File: config.mk
export PLATFORM = sky130hd
export DESIGN_NAME = mthc_top
export DESIGN_NICKNAME = d
export VERILOG_FILES = /design/src/core/mthc_top.v
export VERILOG_INCLUDE_DIRS = /design/src /design/src/core
export SDC_FILE = /design/constraint.sdc
export NUM_CORES = 2
export LEC_CHECK = 0
export BUFFER_PORTS_ARGS = -buffer_cell sky130_fd_sc_hd__buf_2
export CAP_MARGIN = 20
export CORE_AREA = 2 2 322 324
export DETAILED_ROUTE_END_ITERATION = 10
export DIE_AREA = 0 0 324 326
export PLACE_DENSITY = 0.88
export SKIP_CTS_REPAIR_TIMING = 1
export SLEW_MARGIN = 20
export SYNTH_ARGS = -nofsm -noshare
export SYNTH_HDL_FRONTEND = slang
export SYNTH_SLANG_ARGS = --single-unit
File: constraint.sdc
create_clock -name sys_clk_i -period 24 [get_ports sys_clk_i]
set_input_delay 1.2 -clock sys_clk_i [delete_from_list [all_inputs] [get_ports sys_clk_i]]
set_output_delay 1.2 -clock sys_clk_i [all_outputs]
set_load 0.05 [all_outputs]
File: src/core/mthc_regs.vh
// register indices, field positions, reset values and timing figures
`ifndef MTHC_REGS_VH
`define MTHC_REGS_VH
// word indices; byte address is four times the index
`define MTHC_IDX_CTRL 5'h00
`define MTHC_IDX_INTERVAL 5'h01
`define MTHC_IDX_EXPOSURE 5'h02
`define MTHC_IDX_P1 5'h03
`define MTHC_IDX_P2 5'h04
`define MTHC_IDX_HYST 5'h05
`define MTHC_IDX_FOV_L 5'h06
`define MTHC_IDX_FOV_R 5'h07
`define MTHC_IDX_TILT 5'h08
`define MTHC_IDX_ANGLE 5'h09
`define MTHC_IDX_DIST 5'h0A
`define MTHC_IDX_STATUS 5'h0B
`define MTHC_IDX_AVG 5'h0C
`define MTHC_IDX_MIN 5'h0D
`define MTHC_IDX_MAX 5'h0E
`define MTHC_IDX_SPAN 5'h0F
`define MTHC_IDX_SIGMA 5'h10
`define MTHC_IDX_COUNT 5'h11
// control fields
`define MTHC_TRIG_CONT 2'h0
`define MTHC_TRIG_INTERVAL 2'h1
`define MTHC_TRIG_SINGLE 2'h2
`define MTHC_CTRL_HOLD_EN 2
`define MTHC_CTRL_WINDOW 3
`define MTHC_CTRL_ACT_LOW 4
`define MTHC_TILT_ON 0
`define MTHC_TILT_RESET 1
// quality codes
`define MTHC_Q_ABSENT 2'h0
`define MTHC_Q_WEAK 2'h1
`define MTHC_Q_VALID 2'h2
// reset values and the weak quality point threshold
`define MTHC_CTRL_RST 8'h04
`define MTHC_INTERVAL_RST 16'h000A
`define MTHC_EXPOSURE_RST 16'h0100
`define MTHC_FOV_L_MAX 16'h8000
`define MTHC_FOV_R_MAX 16'h7FFF
`define MTHC_DIST_END 16'h4000
`define MTHC_WEAK_MIN 12'h010
// timing
`define MTHC_CLK_MHZ 200
`define MTHC_RELEASE_NS 5000
`endif

File: src/core/mthc_top.v
// measurement sequencing, hold/trigger handling and result evaluation
//
// Overview of operation
// - continuous mode measures back to back
// - interval mode starts cycles every N ms
// - wired hold input gates continuous and interval runs when high
// - unwired hold input lets modes run freely
// - single shot measures once per falling edge
// - single shot results held until next edge
// - single shot rate at most half continuous
// - hold postpones measurement, laser power reduced
// - hold sampled right before each laser launch
// - running cycle finishes before hold is entered
// - switch and alarm outputs frozen while in hold state
// - first cycle after release 5 us longer
// - longer exposure lengthens measurement repeat time
// - average, minimum, maximum and span heights
// - dispersion is deviation of in-view points
// - quality is valid, weak or absent
// - switching output status active or inactive
// - switch points and view limits act immediately
// - tilted reference ignores points below surface
// - enabling tilted reference restores full view
// - tilt reset zeroes angle, distance to end
//
// Register access over Avalon-MM and the register offsets are this design's own decisions.
`include "mthc_regs.vh"
`default_nettype none
module mthc_top #(
    parameter CYC_PER_MS = `MTHC_CLK_MHZ * 1000,
    parameter CNT_W = 12
) (
    // clock and reset
    input wire sys_clk_i,
    input wire nrst_i,
    // avalon-mm slave
    input wire [4:0] avs_address_i,
    input wire avs_read_i,
    input wire avs_write_i,
    input wire [31:0] avs_writedata_i,
    output reg [31:0] avs_readdata_o,
    output reg avs_waitrequest_o,
    // hold / trigger pin
    input wire sync_in_i,
    // profile points from the optical front end
    input wire pt_valid_i,
    input wire [15:0] pt_x_i,
    input wire [15:0] pt_z_i,
    input wire pt_last_i,
    // sensor outputs
    output reg meas_start_o,
    output reg laser_low_o,
    output reg switch_o,
    output reg alarm_o
);

localparam [3:0] ST_IDLE = 4'h0;
localparam [3:0] ST_HOLD = 4'h1;
localparam [3:0] ST_REL = 4'h2;
localparam [3:0] ST_EXPO = 4'h3;
localparam [3:0] ST_ACQ = 4'h4;
localparam [3:0] ST_DIV = 4'h5;
localparam [3:0] ST_SQRT = 4'h6;
localparam [3:0] ST_PUB = 4'h7;
localparam [3:0] ST_GAP = 4'h8;

localparam integer MS_LAST_I = CYC_PER_MS - 1;
localparam [23:0] MS_LAST = MS_LAST_I[23:0];
localparam integer REL_I =
    (`MTHC_RELEASE_NS * `MTHC_CLK_MHZ + 999) / 1000;
localparam integer REL_LAST_I = REL_I - 1;
localparam [23:0] REL_LAST = REL_LAST_I[23:0];

// one restoring division step on a shifting dividend
function [CNT_W+47:0] div_step;
    input [CNT_W-1:0] rem;
    input [47:0] dvd;
    input [CNT_W-1:0] d;
    reg [CNT_W:0] t;
    begin
        t = {rem, dvd[47]};
        if (t >= {1'b0, d}) begin
            t = t - {1'b0, d};
            div_step = {t[CNT_W-1:0], dvd[46:0], 1'b1};
        end else begin
            div_step = {t[CNT_W-1:0], dvd[46:0], 1'b0};
        end
    end
endfunction

// reset release
reg rst_s1_reg;
reg rst_n_reg;
always @(posedge sys_clk_i or negedge nrst_i) begin
    if (!nrst_i) begin
        rst_s1_reg <= 1'b0;
        rst_n_reg <= 1'b0;
    end else begin
        rst_s1_reg <= 1'b1;
        rst_n_reg <= rst_s1_reg;
    end
end

// pin synchroniser, presets high so a high pin keeps us in hold
reg [2:0] sync_reg;
reg hold_lvl_reg;
reg hold_prev_reg;
always @(posedge sys_clk_i or negedge rst_n_reg) begin
    if (!rst_n_reg) begin
        sync_reg <= 3'h7;
        hold_lvl_reg <= 1'b1;
        hold_prev_reg <= 1'b1;
    end else begin
        sync_reg <= {sync_reg[1:0], sync_in_i};
        if (sync_reg[1] == sync_reg[2])
            hold_lvl_reg <= sync_reg[2];
        hold_prev_reg <= hold_lvl_reg;
    end
end
wire trig_fall = hold_prev_reg & ~hold_lvl_reg;

// configuration registers
reg [7:0] ctrl_reg;
reg [15:0] interval_reg, expo_reg, p1_reg, p2_reg, hyst_reg;
reg [15:0] fov_l_reg, fov_r_reg, angle_reg, dist_reg;
reg tilt_on_reg;
wire [1:0] trig_mode = ctrl_reg[1:0];
wire hold_en = ctrl_reg[`MTHC_CTRL_HOLD_EN];
wire wr_go = avs_write_i & avs_waitrequest_o;
wire rd_go = avs_read_i & avs_waitrequest_o;

always @(posedge sys_clk_i or negedge rst_n_reg) begin
    if (!rst_n_reg) begin
        ctrl_reg <= `MTHC_CTRL_RST;
        interval_reg <= `MTHC_INTERVAL_RST;
        expo_reg <= `MTHC_EXPOSURE_RST;
        p1_reg <= 16'h0000;
        p2_reg <= 16'h0000;
        hyst_reg <= 16'h0000;
        fov_l_reg <= `MTHC_FOV_L_MAX;
        fov_r_reg <= `MTHC_FOV_R_MAX;
        tilt_on_reg <= 1'b0;
        angle_reg <= 16'h0000;
        dist_reg <= `MTHC_DIST_END;
    end else if (wr_go) begin
        case (avs_address_i)
            `MTHC_IDX_CTRL: ctrl_reg <= avs_writedata_i[7:0];
            `MTHC_IDX_INTERVAL: interval_reg <= avs_writedata_i[15:0];
            `MTHC_IDX_EXPOSURE: expo_reg <= avs_writedata_i[15:0];
            `MTHC_IDX_P1: p1_reg <= avs_writedata_i[15:0];
            `MTHC_IDX_P2: p2_reg <= avs_writedata_i[15:0];
            `MTHC_IDX_HYST: hyst_reg <= avs_writedata_i[15:0];
            `MTHC_IDX_FOV_L: fov_l_reg <= avs_writedata_i[15:0];
            `MTHC_IDX_FOV_R: fov_r_reg <= avs_writedata_i[15:0];
            `MTHC_IDX_ANGLE: angle_reg <= avs_writedata_i[15:0];
            `MTHC_IDX_DIST: dist_reg <= avs_writedata_i[15:0];
            `MTHC_IDX_TILT: begin
                if (avs_writedata_i[`MTHC_TILT_RESET]) begin
                    tilt_on_reg <= 1'b0;
                    angle_reg <= 16'h0000;
                    dist_reg <= `MTHC_DIST_END;
                    fov_l_reg <= `MTHC_FOV_L_MAX;
                    fov_r_reg <= `MTHC_FOV_R_MAX;
                end else begin
                    if (avs_writedata_i[`MTHC_TILT_ON] && !tilt_on_reg) begin
                        fov_l_reg <= `MTHC_FOV_L_MAX;
                        fov_r_reg <= `MTHC_FOV_R_MAX;
                    end
                    tilt_on_reg <= avs_writedata_i[`MTHC_TILT_ON];
                end
            end
            default: ;
        endcase
    end
end

// interval time base
reg [23:0] ms_cnt_reg;
reg [15:0] iv_cnt_reg;
reg tick_pend_reg;
reg trig_pend_reg;
reg [3:0] state_reg;
reg [23:0] tmr_reg;
reg [CNT_W-1:0] acc_n_reg;
wire launch;

always @(posedge sys_clk_i or negedge rst_n_reg) begin
    if (!rst_n_reg) begin
        ms_cnt_reg <= 24'h00_0000;
        iv_cnt_reg <= 16'h0000;
        tick_pend_reg <= 1'b0;
        trig_pend_reg <= 1'b0;
    end else begin
        if (trig_mode != `MTHC_TRIG_INTERVAL) begin
            ms_cnt_reg <= 24'h00_0000;
            iv_cnt_reg <= 16'h0000;
            tick_pend_reg <= 1'b0;
        end else if (ms_cnt_reg == MS_LAST) begin
            ms_cnt_reg <= 24'h00_0000;
            if (iv_cnt_reg + 16'h0001 >= interval_reg) begin
                iv_cnt_reg <= 16'h0000;
                tick_pend_reg <= 1'b1;
            end else begin
                iv_cnt_reg <= iv_cnt_reg + 16'h0001;
                if (launch)
                    tick_pend_reg <= 1'b0;
            end
        end else begin
            ms_cnt_reg <= ms_cnt_reg + 24'h00_0001;
            if (launch)
                tick_pend_reg <= 1'b0;
        end
        if (trig_mode != `MTHC_TRIG_SINGLE)
            trig_pend_reg <= 1'b0;
        else if (trig_fall)
            trig_pend_reg <= 1'b1;
        else if (launch)
            trig_pend_reg <= 1'b0;
    end
end

// launch decision
// unwired pin never holds
wire hold_act = hold_en & hold_lvl_reg &
    (trig_mode != `MTHC_TRIG_SINGLE);
reg want;
always @* begin
    case (trig_mode)
        `MTHC_TRIG_CONT: want = 1'b1;
        `MTHC_TRIG_INTERVAL: want = tick_pend_reg;
        `MTHC_TRIG_SINGLE: want = trig_pend_reg;
        default: want = 1'b0;
    endcase
end
assign launch = ((state_reg == ST_IDLE) & want & ~hold_act) |
    ((state_reg == ST_REL) & (tmr_reg == REL_LAST) & ~hold_lvl_reg);

// profile point qualification
wire [15:0] h_pt = dist_reg - pt_z_i;
wire in_fov = ($signed(pt_x_i) >= $signed(fov_l_reg)) &&
    ($signed(pt_x_i) <= $signed(fov_r_reg));
wire below = tilt_on_reg & h_pt[15];
wire keep = pt_valid_i & in_fov & ~below & ~(&acc_n_reg);

// working registers
reg [23:0] len_reg;
reg [31:0] acc_sum_reg;
reg [47:0] acc_sq_reg;
reg [15:0] acc_min_reg, acc_max_reg;
reg [47:0] dv_a_reg, dv_b_reg;
reg [CNT_W-1:0] rm_a_reg, rm_b_reg;
reg [5:0] step_reg;
reg [15:0] root_reg;
reg [31:0] var_reg;
reg sw_on_reg;
reg [15:0] avg_reg, min_reg, max_reg, span_reg, sigma_reg;
reg [CNT_W-1:0] n_reg;
reg [1:0] qual_reg;

wire [31:0] sq_pt = $signed(h_pt) * $signed(h_pt);
wire [31:0] sum_abs = acc_sum_reg[31] ? -acc_sum_reg : acc_sum_reg;
wire [CNT_W+47:0] nx_a = div_step(rm_a_reg, dv_a_reg, acc_n_reg);
wire [CNT_W+47:0] nx_b = div_step(rm_b_reg, dv_b_reg, acc_n_reg);
wire [15:0] mean_abs = dv_a_reg[15:0];
wire [31:0] mean_sq = mean_abs * mean_abs;
wire [15:0] trial = root_reg | (16'h0001 << step_reg[3:0]);
wire [31:0] trial_sq = trial * trial;
wire [15:0] r_avg = acc_sum_reg[31] ? -mean_abs : mean_abs;
wire [15:0] r_span = acc_max_reg - acc_min_reg;
wire [1:0] r_qual = (acc_n_reg == {CNT_W{1'b0}}) ? `MTHC_Q_ABSENT :
    (acc_n_reg < `MTHC_WEAK_MIN) ? `MTHC_Q_WEAK : `MTHC_Q_VALID;

// switch point evaluation on the selected result
reg [15:0] sel_v;
reg sw_next;
always @* begin
    case (ctrl_reg[7:5])
        3'h1: sel_v = acc_min_reg;
        3'h2: sel_v = acc_max_reg;
        3'h3: sel_v = r_span;
        3'h4: sel_v = root_reg;
        default: sel_v = r_avg;
    endcase
    if (ctrl_reg[`MTHC_CTRL_WINDOW])
        sw_next = ($signed(sel_v) <= $signed(p1_reg)) &&
            ($signed(sel_v) >= $signed(p2_reg));
    else if (sw_on_reg)
        sw_next = $signed(sel_v) > $signed(p1_reg - hyst_reg);
    else
        sw_next = $signed(sel_v) > $signed(p1_reg);
    if (r_qual == `MTHC_Q_ABSENT)
        sw_next = sw_on_reg;
end

// measurement sequencer
always @(posedge sys_clk_i or negedge rst_n_reg) begin
    if (!rst_n_reg) begin
        state_reg <= ST_IDLE;
        tmr_reg <= 24'h00_0000;
        len_reg <= 24'h00_0000;
        acc_sum_reg <= 32'h0000_0000;
        acc_sq_reg <= 48'h0000_0000_0000;
        acc_min_reg <= 16'h7FFF;
        acc_max_reg <= 16'h8000;
        acc_n_reg <= {CNT_W{1'b0}};
        dv_a_reg <= 48'h0000_0000_0000;
        dv_b_reg <= 48'h0000_0000_0000;
        rm_a_reg <= {CNT_W{1'b0}};
        rm_b_reg <= {CNT_W{1'b0}};
        step_reg <= 6'h00;
        root_reg <= 16'h0000;
        var_reg <= 32'h0000_0000;
        sw_on_reg <= 1'b0;
        avg_reg <= 16'h0000;
        min_reg <= 16'h0000;
        max_reg <= 16'h0000;
        span_reg <= 16'h0000;
        sigma_reg <= 16'h0000;
        n_reg <= {CNT_W{1'b0}};
        qual_reg <= `MTHC_Q_ABSENT;
        meas_start_o <= 1'b0;
        laser_low_o <= 1'b0;
        switch_o <= 1'b0;
        alarm_o <= 1'b1;
    end else begin
        meas_start_o <= launch;
        if (state_reg != ST_IDLE && state_reg != ST_HOLD &&
                state_reg != ST_REL && state_reg != ST_GAP)
            len_reg <= len_reg + 24'h00_0001;
        if (launch) begin
            state_reg <= ST_EXPO;
            tmr_reg <= {8'h00, expo_reg};
            len_reg <= 24'h00_0001;
            laser_low_o <= 1'b0;
            acc_sum_reg <= 32'h0000_0000;
            acc_sq_reg <= 48'h0000_0000_0000;
            acc_min_reg <= 16'h7FFF;
            acc_max_reg <= 16'h8000;
            acc_n_reg <= {CNT_W{1'b0}};
        end else begin
            case (state_reg)
                ST_IDLE: begin
                    if (hold_act) begin
                        state_reg <= ST_HOLD;
                        laser_low_o <= 1'b1;
                    end
                end
                ST_HOLD: begin
                    laser_low_o <= 1'b1;
                    tmr_reg <= 24'h00_0000;
                    if (!hold_lvl_reg || !hold_en ||
                            trig_mode == `MTHC_TRIG_SINGLE)
                        state_reg <= ST_REL;
                end
                ST_REL: begin
                    if (hold_lvl_reg && hold_en) begin
                        state_reg <= ST_HOLD;
                    end else if (tmr_reg == REL_LAST) begin
                        state_reg <= ST_IDLE;
                    end else begin
                        tmr_reg <= tmr_reg + 24'h00_0001;
                    end
                end
                ST_EXPO: begin
                    if (tmr_reg == 24'h00_0000)
                        state_reg <= ST_ACQ;
                    else
                        tmr_reg <= tmr_reg - 24'h00_0001;
                end
                ST_ACQ: begin
                    if (keep) begin
                        acc_sum_reg <= acc_sum_reg + {{16{h_pt[15]}}, h_pt};
                        acc_sq_reg <= acc_sq_reg + {16'h0000, sq_pt};
                        acc_n_reg <= acc_n_reg + {{(CNT_W-1){1'b0}}, 1'b1};
                        if ($signed(h_pt) < $signed(acc_min_reg))
                            acc_min_reg <= h_pt;
                        if ($signed(h_pt) > $signed(acc_max_reg))
                            acc_max_reg <= h_pt;
                    end
                    if (pt_valid_i && pt_last_i) begin
                        state_reg <= ST_DIV;
                        rm_a_reg <= {CNT_W{1'b0}};
                        rm_b_reg <= {CNT_W{1'b0}};
                        step_reg <= 6'h00;
                    end
                end
                ST_DIV: begin
                    if (acc_n_reg == {CNT_W{1'b0}}) begin
                        state_reg <= ST_PUB;
                        root_reg <= 16'h0000;
                        dv_a_reg <= 48'h0000_0000_0000;
                    end else if (step_reg == 6'h00) begin
                        // load once the last point is summed
                        step_reg <= 6'h01;
                        dv_a_reg <= {16'h0000, sum_abs};
                        dv_b_reg <= acc_sq_reg;
                    end else if (step_reg == 6'h31) begin
                        state_reg <= ST_SQRT;
                        step_reg <= 6'h0F;
                        root_reg <= 16'h0000;
                        var_reg <= (dv_b_reg[31:0] > mean_sq) ?
                            dv_b_reg[31:0] - mean_sq : 32'h0000_0000;
                    end else begin
                        step_reg <= step_reg + 6'h01;
                        {rm_a_reg, dv_a_reg} <= nx_a;
                        {rm_b_reg, dv_b_reg} <= nx_b;
                    end
                end
                ST_SQRT: begin
                    if (trial_sq <= var_reg)
                        root_reg <= trial;
                    if (step_reg == 6'h00)
                        state_reg <= ST_PUB;
                    else
                        step_reg <= step_reg - 6'h01;
                end
                ST_PUB: begin
                    avg_reg <= r_avg;
                    min_reg <= acc_min_reg;
                    max_reg <= acc_max_reg;
                    span_reg <= r_span;
                    sigma_reg <= root_reg;
                    n_reg <= acc_n_reg;
                    qual_reg <= r_qual;
                    alarm_o <= (r_qual == `MTHC_Q_ABSENT);
                    sw_on_reg <= sw_next;
                    switch_o <= sw_next ^ ctrl_reg[`MTHC_CTRL_ACT_LOW];
                    tmr_reg <= len_reg;
                    state_reg <= (trig_mode == `MTHC_TRIG_SINGLE) ?
                        ST_GAP : ST_IDLE;
                end
                ST_GAP: begin
                    if (tmr_reg == 24'h00_0000)
                        state_reg <= ST_IDLE;
                    else
                        tmr_reg <= tmr_reg - 24'h00_0001;
                end
                default: state_reg <= ST_IDLE;
            endcase
        end
    end
end

// register read-back and bus handshake
reg [31:0] rd_mux;
always @* begin
    case (avs_address_i)
        `MTHC_IDX_CTRL: rd_mux = {24'h00_0000, ctrl_reg};
        `MTHC_IDX_INTERVAL: rd_mux = {16'h0000, interval_reg};
        `MTHC_IDX_EXPOSURE: rd_mux = {16'h0000, expo_reg};
        `MTHC_IDX_P1: rd_mux = {16'h0000, p1_reg};
        `MTHC_IDX_P2: rd_mux = {16'h0000, p2_reg};
        `MTHC_IDX_HYST: rd_mux = {16'h0000, hyst_reg};
        `MTHC_IDX_FOV_L: rd_mux = {16'h0000, fov_l_reg};
        `MTHC_IDX_FOV_R: rd_mux = {16'h0000, fov_r_reg};
        `MTHC_IDX_TILT: rd_mux = {31'h0000_0000, tilt_on_reg};
        `MTHC_IDX_ANGLE: rd_mux = {16'h0000, angle_reg};
        `MTHC_IDX_DIST: rd_mux = {16'h0000, dist_reg};
        `MTHC_IDX_STATUS: rd_mux = {23'h00_0000, state_reg, hold_lvl_reg,
            laser_low_o, sw_on_reg, qual_reg};
        `MTHC_IDX_AVG: rd_mux = {{16{avg_reg[15]}}, avg_reg};
        `MTHC_IDX_MIN: rd_mux = {{16{min_reg[15]}}, min_reg};
        `MTHC_IDX_MAX: rd_mux = {{16{max_reg[15]}}, max_reg};
        `MTHC_IDX_SPAN: rd_mux = {16'h0000, span_reg};
        `MTHC_IDX_SIGMA: rd_mux = {16'h0000, sigma_reg};
        `MTHC_IDX_COUNT: rd_mux = {{(32-CNT_W){1'b0}}, n_reg};
        default: rd_mux = 32'h0000_0000;
    endcase
end

always @(posedge sys_clk_i or negedge rst_n_reg) begin
    if (!rst_n_reg) begin
        avs_waitrequest_o <= 1'b1;
        avs_readdata_o <= 32'h0000_0000;
    end else begin
        avs_waitrequest_o <= ~(wr_go | rd_go);
        if (rd_go)
            avs_readdata_o <= rd_mux;
    end
end

endmodule // mthc_top
`default_nettype wire

## Yosys cells after proc, flatten, opt, wreduce, memory -nomap -nowiden

Index checks and enable logic that the tools add are counted.

- Memories: 0
- Register bits: 684
- ROM bits: 0
- Latch bits: 0
- Bits of input ports: 76
- Bits in writable memories: 0
- Logic and storage cells: 339
- Output and inout bits: 37

- Shift-type cells: 1
- Order comparisons: 14
- Bitwise logic cells: 25
- Multiplexer cells: 102
- Reductions and logical operators: 63
- Equality and inequality tests: 64
- $add $sub $neg: 18
- Div/mod/pow operators: 0
- Multiply operators: 3

Operator list:

| operator | count |
|---|---|
| $pmux 32 s18 | 1 |
| $mux 48 | 8 |
| $mux 16 | 22 |
| $mux 24 | 8 |
| $mux 32 | 5 |
| $pmux 16 s2 | 5 |
| $mux 12 | 10 |
| $mux 60 | 2 |
| $mul 16x16->32 | 3 |
| $pmux 24 s4 | 1 |
| $add 24x1->24 const B | 3 |
| $pmux 16 s4 | 1 |
| $mux 4 | 13 |
| $add 48x32->48 | 1 |
| $ge 16x16->1 | 3 |
| $gt 16x16->1 | 3 |
| $pmux 12 s2 | 2 |
| $sub 16x16->16 | 3 |
| $eq 5x4->1 const B | 8 |
| $ne 3x3->1 const B | 13 |
| $pmux 4 s9 | 1 |
| $add 32x32->32 | 1 |
| $gt 32x32->1 | 1 |
| $le 16x16->1 | 2 |
| 68 further kinds | 170 |

## Depth between registers and ports, before layout

- Depth in word-level cells: 9
- Depth in mapped cells: 49
- Gate-level depth less buffers: 48

## Worst setup path after synthesis

No wires, ideal clock.

- Kind: input to register
- Start point: in pt_z_i[0]
- End point: reg acc_sq_reg[33]
- Data required time: 23.921 ns
- Stages: 44
- Library setup time: 0.079 ns
- Arrival: 10.750 ns
- Slack: 13.171 ns
- Buffers on the path: 1
- Cells stage by stage: ha_1 inv_1 fa_1 a21o_1 a21oi_1 o21bai_1 a311o_1 and2_1 o21ai_0 nand2b_1 xor2_1 inv_1 clkbuf_1 nor2_1 ha_1 xor2_1 fa_1 fa_1 (+8 left out) and3_1 a21oi_1 nand2_1 o41ai_1 o21bai_1 a21oi_1 xnor2_1 ha_1 and2_1 and4_1 and2_1 nand4_1 nand2_1 a31oi_1 a211oi_1 nor2_1 o21ai_0 mux2i_1

- Cells in the longest elaborated chain, start to end: 7
- Elaborated cells between the ends (all ways): 12
- Those cells by class: 2 x add/sub; 1 x mul; 3 x mux; 4 x bitwise; 2 x reduce/logical

RTL lines:

| element | RTL line | RTL |
|---|---|---|
| start: declaration | mthc_top.v:48 | `input wire [15:0] pt_z_i,` |
| $sub 16x16->16 (*) | mthc_top.v:239 | `wire [15:0] h_pt = dist_reg - pt_z_i;` |
| branches (longest 6 deep; another with $add 48x32->48) | - |  |
| end signal: assignment | mthc_top.v:373 | `acc_sq_reg <= acc_sq_reg + {16'h0000, sq_pt};` |
| end: declaration | mthc_top.v:248 | `reg [47:0] acc_sq_reg;` |

Every way passes the cells marked *. The select of a mux whose other input is x is not followed.
A chain may end at the register's enable or synchronous reset.

## Worst setup path in the final report

- Start point: in pt_z_i[1]
- End point: reg acc_sq_reg[37]

Same word-level chain as after synthesis.

==> flow_metrics.env <==
export IMPL_status="finished, final reports clean"
export IMPL_ys_warn_count=0
export IMPL_die_area_um2=105600
export IMPL_critPathSlowestCell="xor2_1"
export IMPL_cpMostUsedCell="inv_1"
export IMPL_cts_root_buf="clkbuf_16"
export IMPL_hold_path_class="in2async"
export IMPL_routed_via_count=55800
export IMPL_critPathLaunchType="input pin"
export IMPL_drtAntennaViolNets=0
export IMPL_synth_edf_count=0
export IMPL_synthCells=7452
export IMPL_grt_ovfl_total=0
export IMPL_num_rows=118
export IMPL_endpoint_kind="flip-flop"
export IMPL_hold_viol_final=0
export IMPL_critPathMaxStageDelay_ns=0.65
export IMPL_ios=113
export IMPL_gp_congestion=1.006
export IMPL_nets=8701
export IMPL_rsz0062_at_grt="false"
export IMPL_fmax_mhz=83.75
export IMPL_worstSkewPairLatency_ns=0.70
export IMPL_numCtsBuffers=75
export IMPL_grt_max_degree=172
export IMPL_place_inst=8715
export IMPL_syn_nets=8740
export IMPL_hold_ws_ns=0.3089
export IMPL_grt_pass1_vias=56850
export IMPL_path_max_fanout=15
export IMPL_grt_antenna_before_repair=7
export IMPL_skew_ns=0.04388
export IMPL_finalWirelength_mm=195.1
export IMPL_post_route_period_util=0.4975
export IMPL_htreeDepth=3
export IMPL_synthFlopType="dfrtp_1"
export IMPL_cts_tree="done"
export IMPL_slew_headroom=0.1871
export IMPL_num_fill_cells=7710
export IMPL_avgRoutedWirePerCell_um=22.01
export IMPL_synthArstFlopShare=1.000
export IMPL_period_minus_slack_ns=11.94
export IMPL_cts_max_path_buffers=3
export IMPL_chipHeight_um=326
export IMPL_grt_total_usage=0.3754
export IMPL_place_hpwl_mm=148.3
export IMPL_numPortBuffers=96
export IMPL_multi_input_area_um2=44230
export IMPL_critPathRequiredTime_ns=24.59
export IMPL_tightest_slew_ns=1.219
export IMPL_synth_area_per_cell_um2=8.857
export IMPL_slew_violations=0
export IMPL_area_delta_synth_final_pct=6.760
export IMPL_path_class="in2reg"
export IMPL_via_per_inst=6.295
export IMPL_tns_ns=0
export IMPL_finalNonFillerCells=8863
export IMPL_clkTransAtPathRegs_ns=0.06
export IMPL_clkSinkCount=669
export IMPL_layout_drive_gt1_share=0.06582
export IMPL_ys_seq_area_frac=0.2545
export IMPL_dr_pass1_iters=8
export IMPL_syn_area_um2=66000
export IMPL_drt_iter0_drc=5535
export IMPL_drc=0
export IMPL_maxCapViolCount=0
export IMPL_initial_core_util=0.6432
export IMPL_arrival_ns=12.53
export IMPL_dieWidth_um=324
export IMPL_ys_ff_latch=669
export IMPL_regArea_um2=16800
export IMPL_grt_pass1_wl_mm=309.2
export IMPL_coreArea_um2=102600
export IMPL_finalSetupViolations=0
export IMPL_synth_cell_types=85
==> cells in the mapped netlist (all sizes together) (44+ instances only) <==
| library cell | number | share of area |
|---|---|---|
| inv | 1025 | 0.058 |
| nand2 | 884 | 0.050 |
| ha | 641 | 0.12 |
| dfrtp | 625 | 0.24 |
| fa | 571 | 0.17 |
| nor2 | 549 | 0.031 |
| o21ai | 461 | 0.035 |
| a21oi | 323 | 0.024 |
| clkbuf | 241 | 0.014 |
| xnor2 | 207 | 0.027 |
| nand3 | 190 | 0.014 |
| xor2 | 165 | 0.022 |
| a21o | 146 | 0.017 |
| mux2 | 88 | 0.015 |
| nand4 | 87 | 0.0082 |
| a31oi | 83 | 0.0079 |
| mux2i | 81 | 0.012 |
| nor3 | 76 | 0.0058 |
| nand2b | 70 | 0.0066 |
| a22oi | 68 | 0.0077 |
| and2 | 64 | 0.0061 |
| nor2b | 55 | 0.0052 |
| o21a | 52 | 0.0059 |
| and3 | 45 | 0.0043 |
| dfstp | 44 | 0.018 |
==> area by class of cell <==
type                       count  share of cell area
timing repair buffer         168             0.01502
clock inverter                36            0.007795
sequential                   669              0.2384
inverter                    1046             0.05572
antenna                        8           0.0002841
tap                         1380             0.02450
multi-input combinational   5453              0.6277
clock buffer                 103             0.03056
==> worst max-delay path, delay by kind of cell <==
kind	cells	cell delay [ns]
buffers and inverters	8	1.12
adders and majority gates	9	4.04
muxes	1	0.22
AOI/OAI and AO/OA	12	3.03
and+or+nand+nor	12	2.15
xor gates and xnor gates	2	0.75
==> stage by stage <==
step / area [um2] / setup slack, ns / util
final: 70470 / 12.06 / 0.6867
after global routing: 70450 / 11.33 / 0.6866
after CTS: 70430 / 12.13 / 0.6863
after detailed placement: 67720 / 11.48 / 0.6600
after global placement: 67690 / 11.62 / 0.6597
after floorplan: 66000 / 4.049 / -
==> per-layer routing <==
layer  part of all wire  vias to the layer above  GRT usage  wire, um
met3              0.092                      742    0.06739     17960
li1                   -                    24940          -         -
met1               0.38                    27280     0.4775     73300
met5            0.00010                        -          0        20
met4              0.074                        4     0.2416     14430
met2               0.46                     2830     0.5915     89410
==> cell usage in the layout (no fill, tap or decap), types with 18 or more instances in the layout <==
| master | instances |
|---|---|
| a22oi_1 | 68 |
| a21oi_1 | 322 |
| nand3_1 | 189 |
| a21o_1 | 146 |
| xnor2_1 | 204 |
| mux2i_1 | 81 |
| and2_1 | 62 |
| a222oi_1 | 23 |
| nor3_1 | 74 |
| buf_2 | 97 |
| clkbuf_16 | 76 |
| and4_1 | 21 |
| o21ai_0 | 456 |
| dfrtp_1 | 624 |
| a211oi_1 | 36 |
| o211ai_1 | 27 |
| o21bai_1 | 41 |
| and3_1 | 45 |
| or3_1 | 35 |
| nand2_1 | 884 |
| clkinv_1 | 20 |
| fa_1 | 571 |
| dfstp_2 | 44 |
| nor2_1 | 537 |
| o21a_1 | 52 |
| a221oi_1 | 35 |
| nand2b_1 | 70 |
| buf_4 | 66 |
| ha_1 | 641 |
| o31ai_1 | 35 |
| xor2_1 | 165 |
| nor2b_1 | 55 |
| inv_1 | 1024 |
| a22o_1 | 31 |
| a31oi_1 | 83 |
| mux2_2 | 88 |
| nand4_1 | 87 |
| nor4_1 | 18 |
==> worst paths after layout <==
| check | start | end | slack (ns) | cells past startpoint |
|---|---|---|---|---|
| max in group asynchronous | rst_n_reg | var_reg[8] | 21.19 | 2 |
| min reg2reg | rst_s1_reg | rst_n_reg | 0.35 | 0 |
| min | nrst_i | rst_n_reg | 0.31 | 1 |
| max reg2reg | dist_reg[1] | acc_sq_reg[37] | 12.06 | 42 |
| max | pt_z_i[1] | acc_sq_reg[37] | 12.06 | 44 |
| min in group sys_clk_i | rst_s1_reg | rst_n_reg | 0.35 | 0 |
==> cell families (layout without fill, tap and decap cells) <==
group                    count (synthesis)  after routing  synth area share
other                                    1              9        0.00005682
flip-flops                             669            669            0.2545
AO/OA/AOI/OAI                         1554           1554            0.1513
buffers and inverters                 1330           1353           0.07700
AND/OR/NAND/NOR                       2143           2143            0.1455
XOR/XNOR                               372            372           0.04936
multiplexers                           169            169           0.02730
adder cells (fa/ha/maj)               1214           1214            0.2950
Power is left out: the tool's default activity adds up to more than one toggle a clock period on the data nets, which glitch-free logic cannot reach.
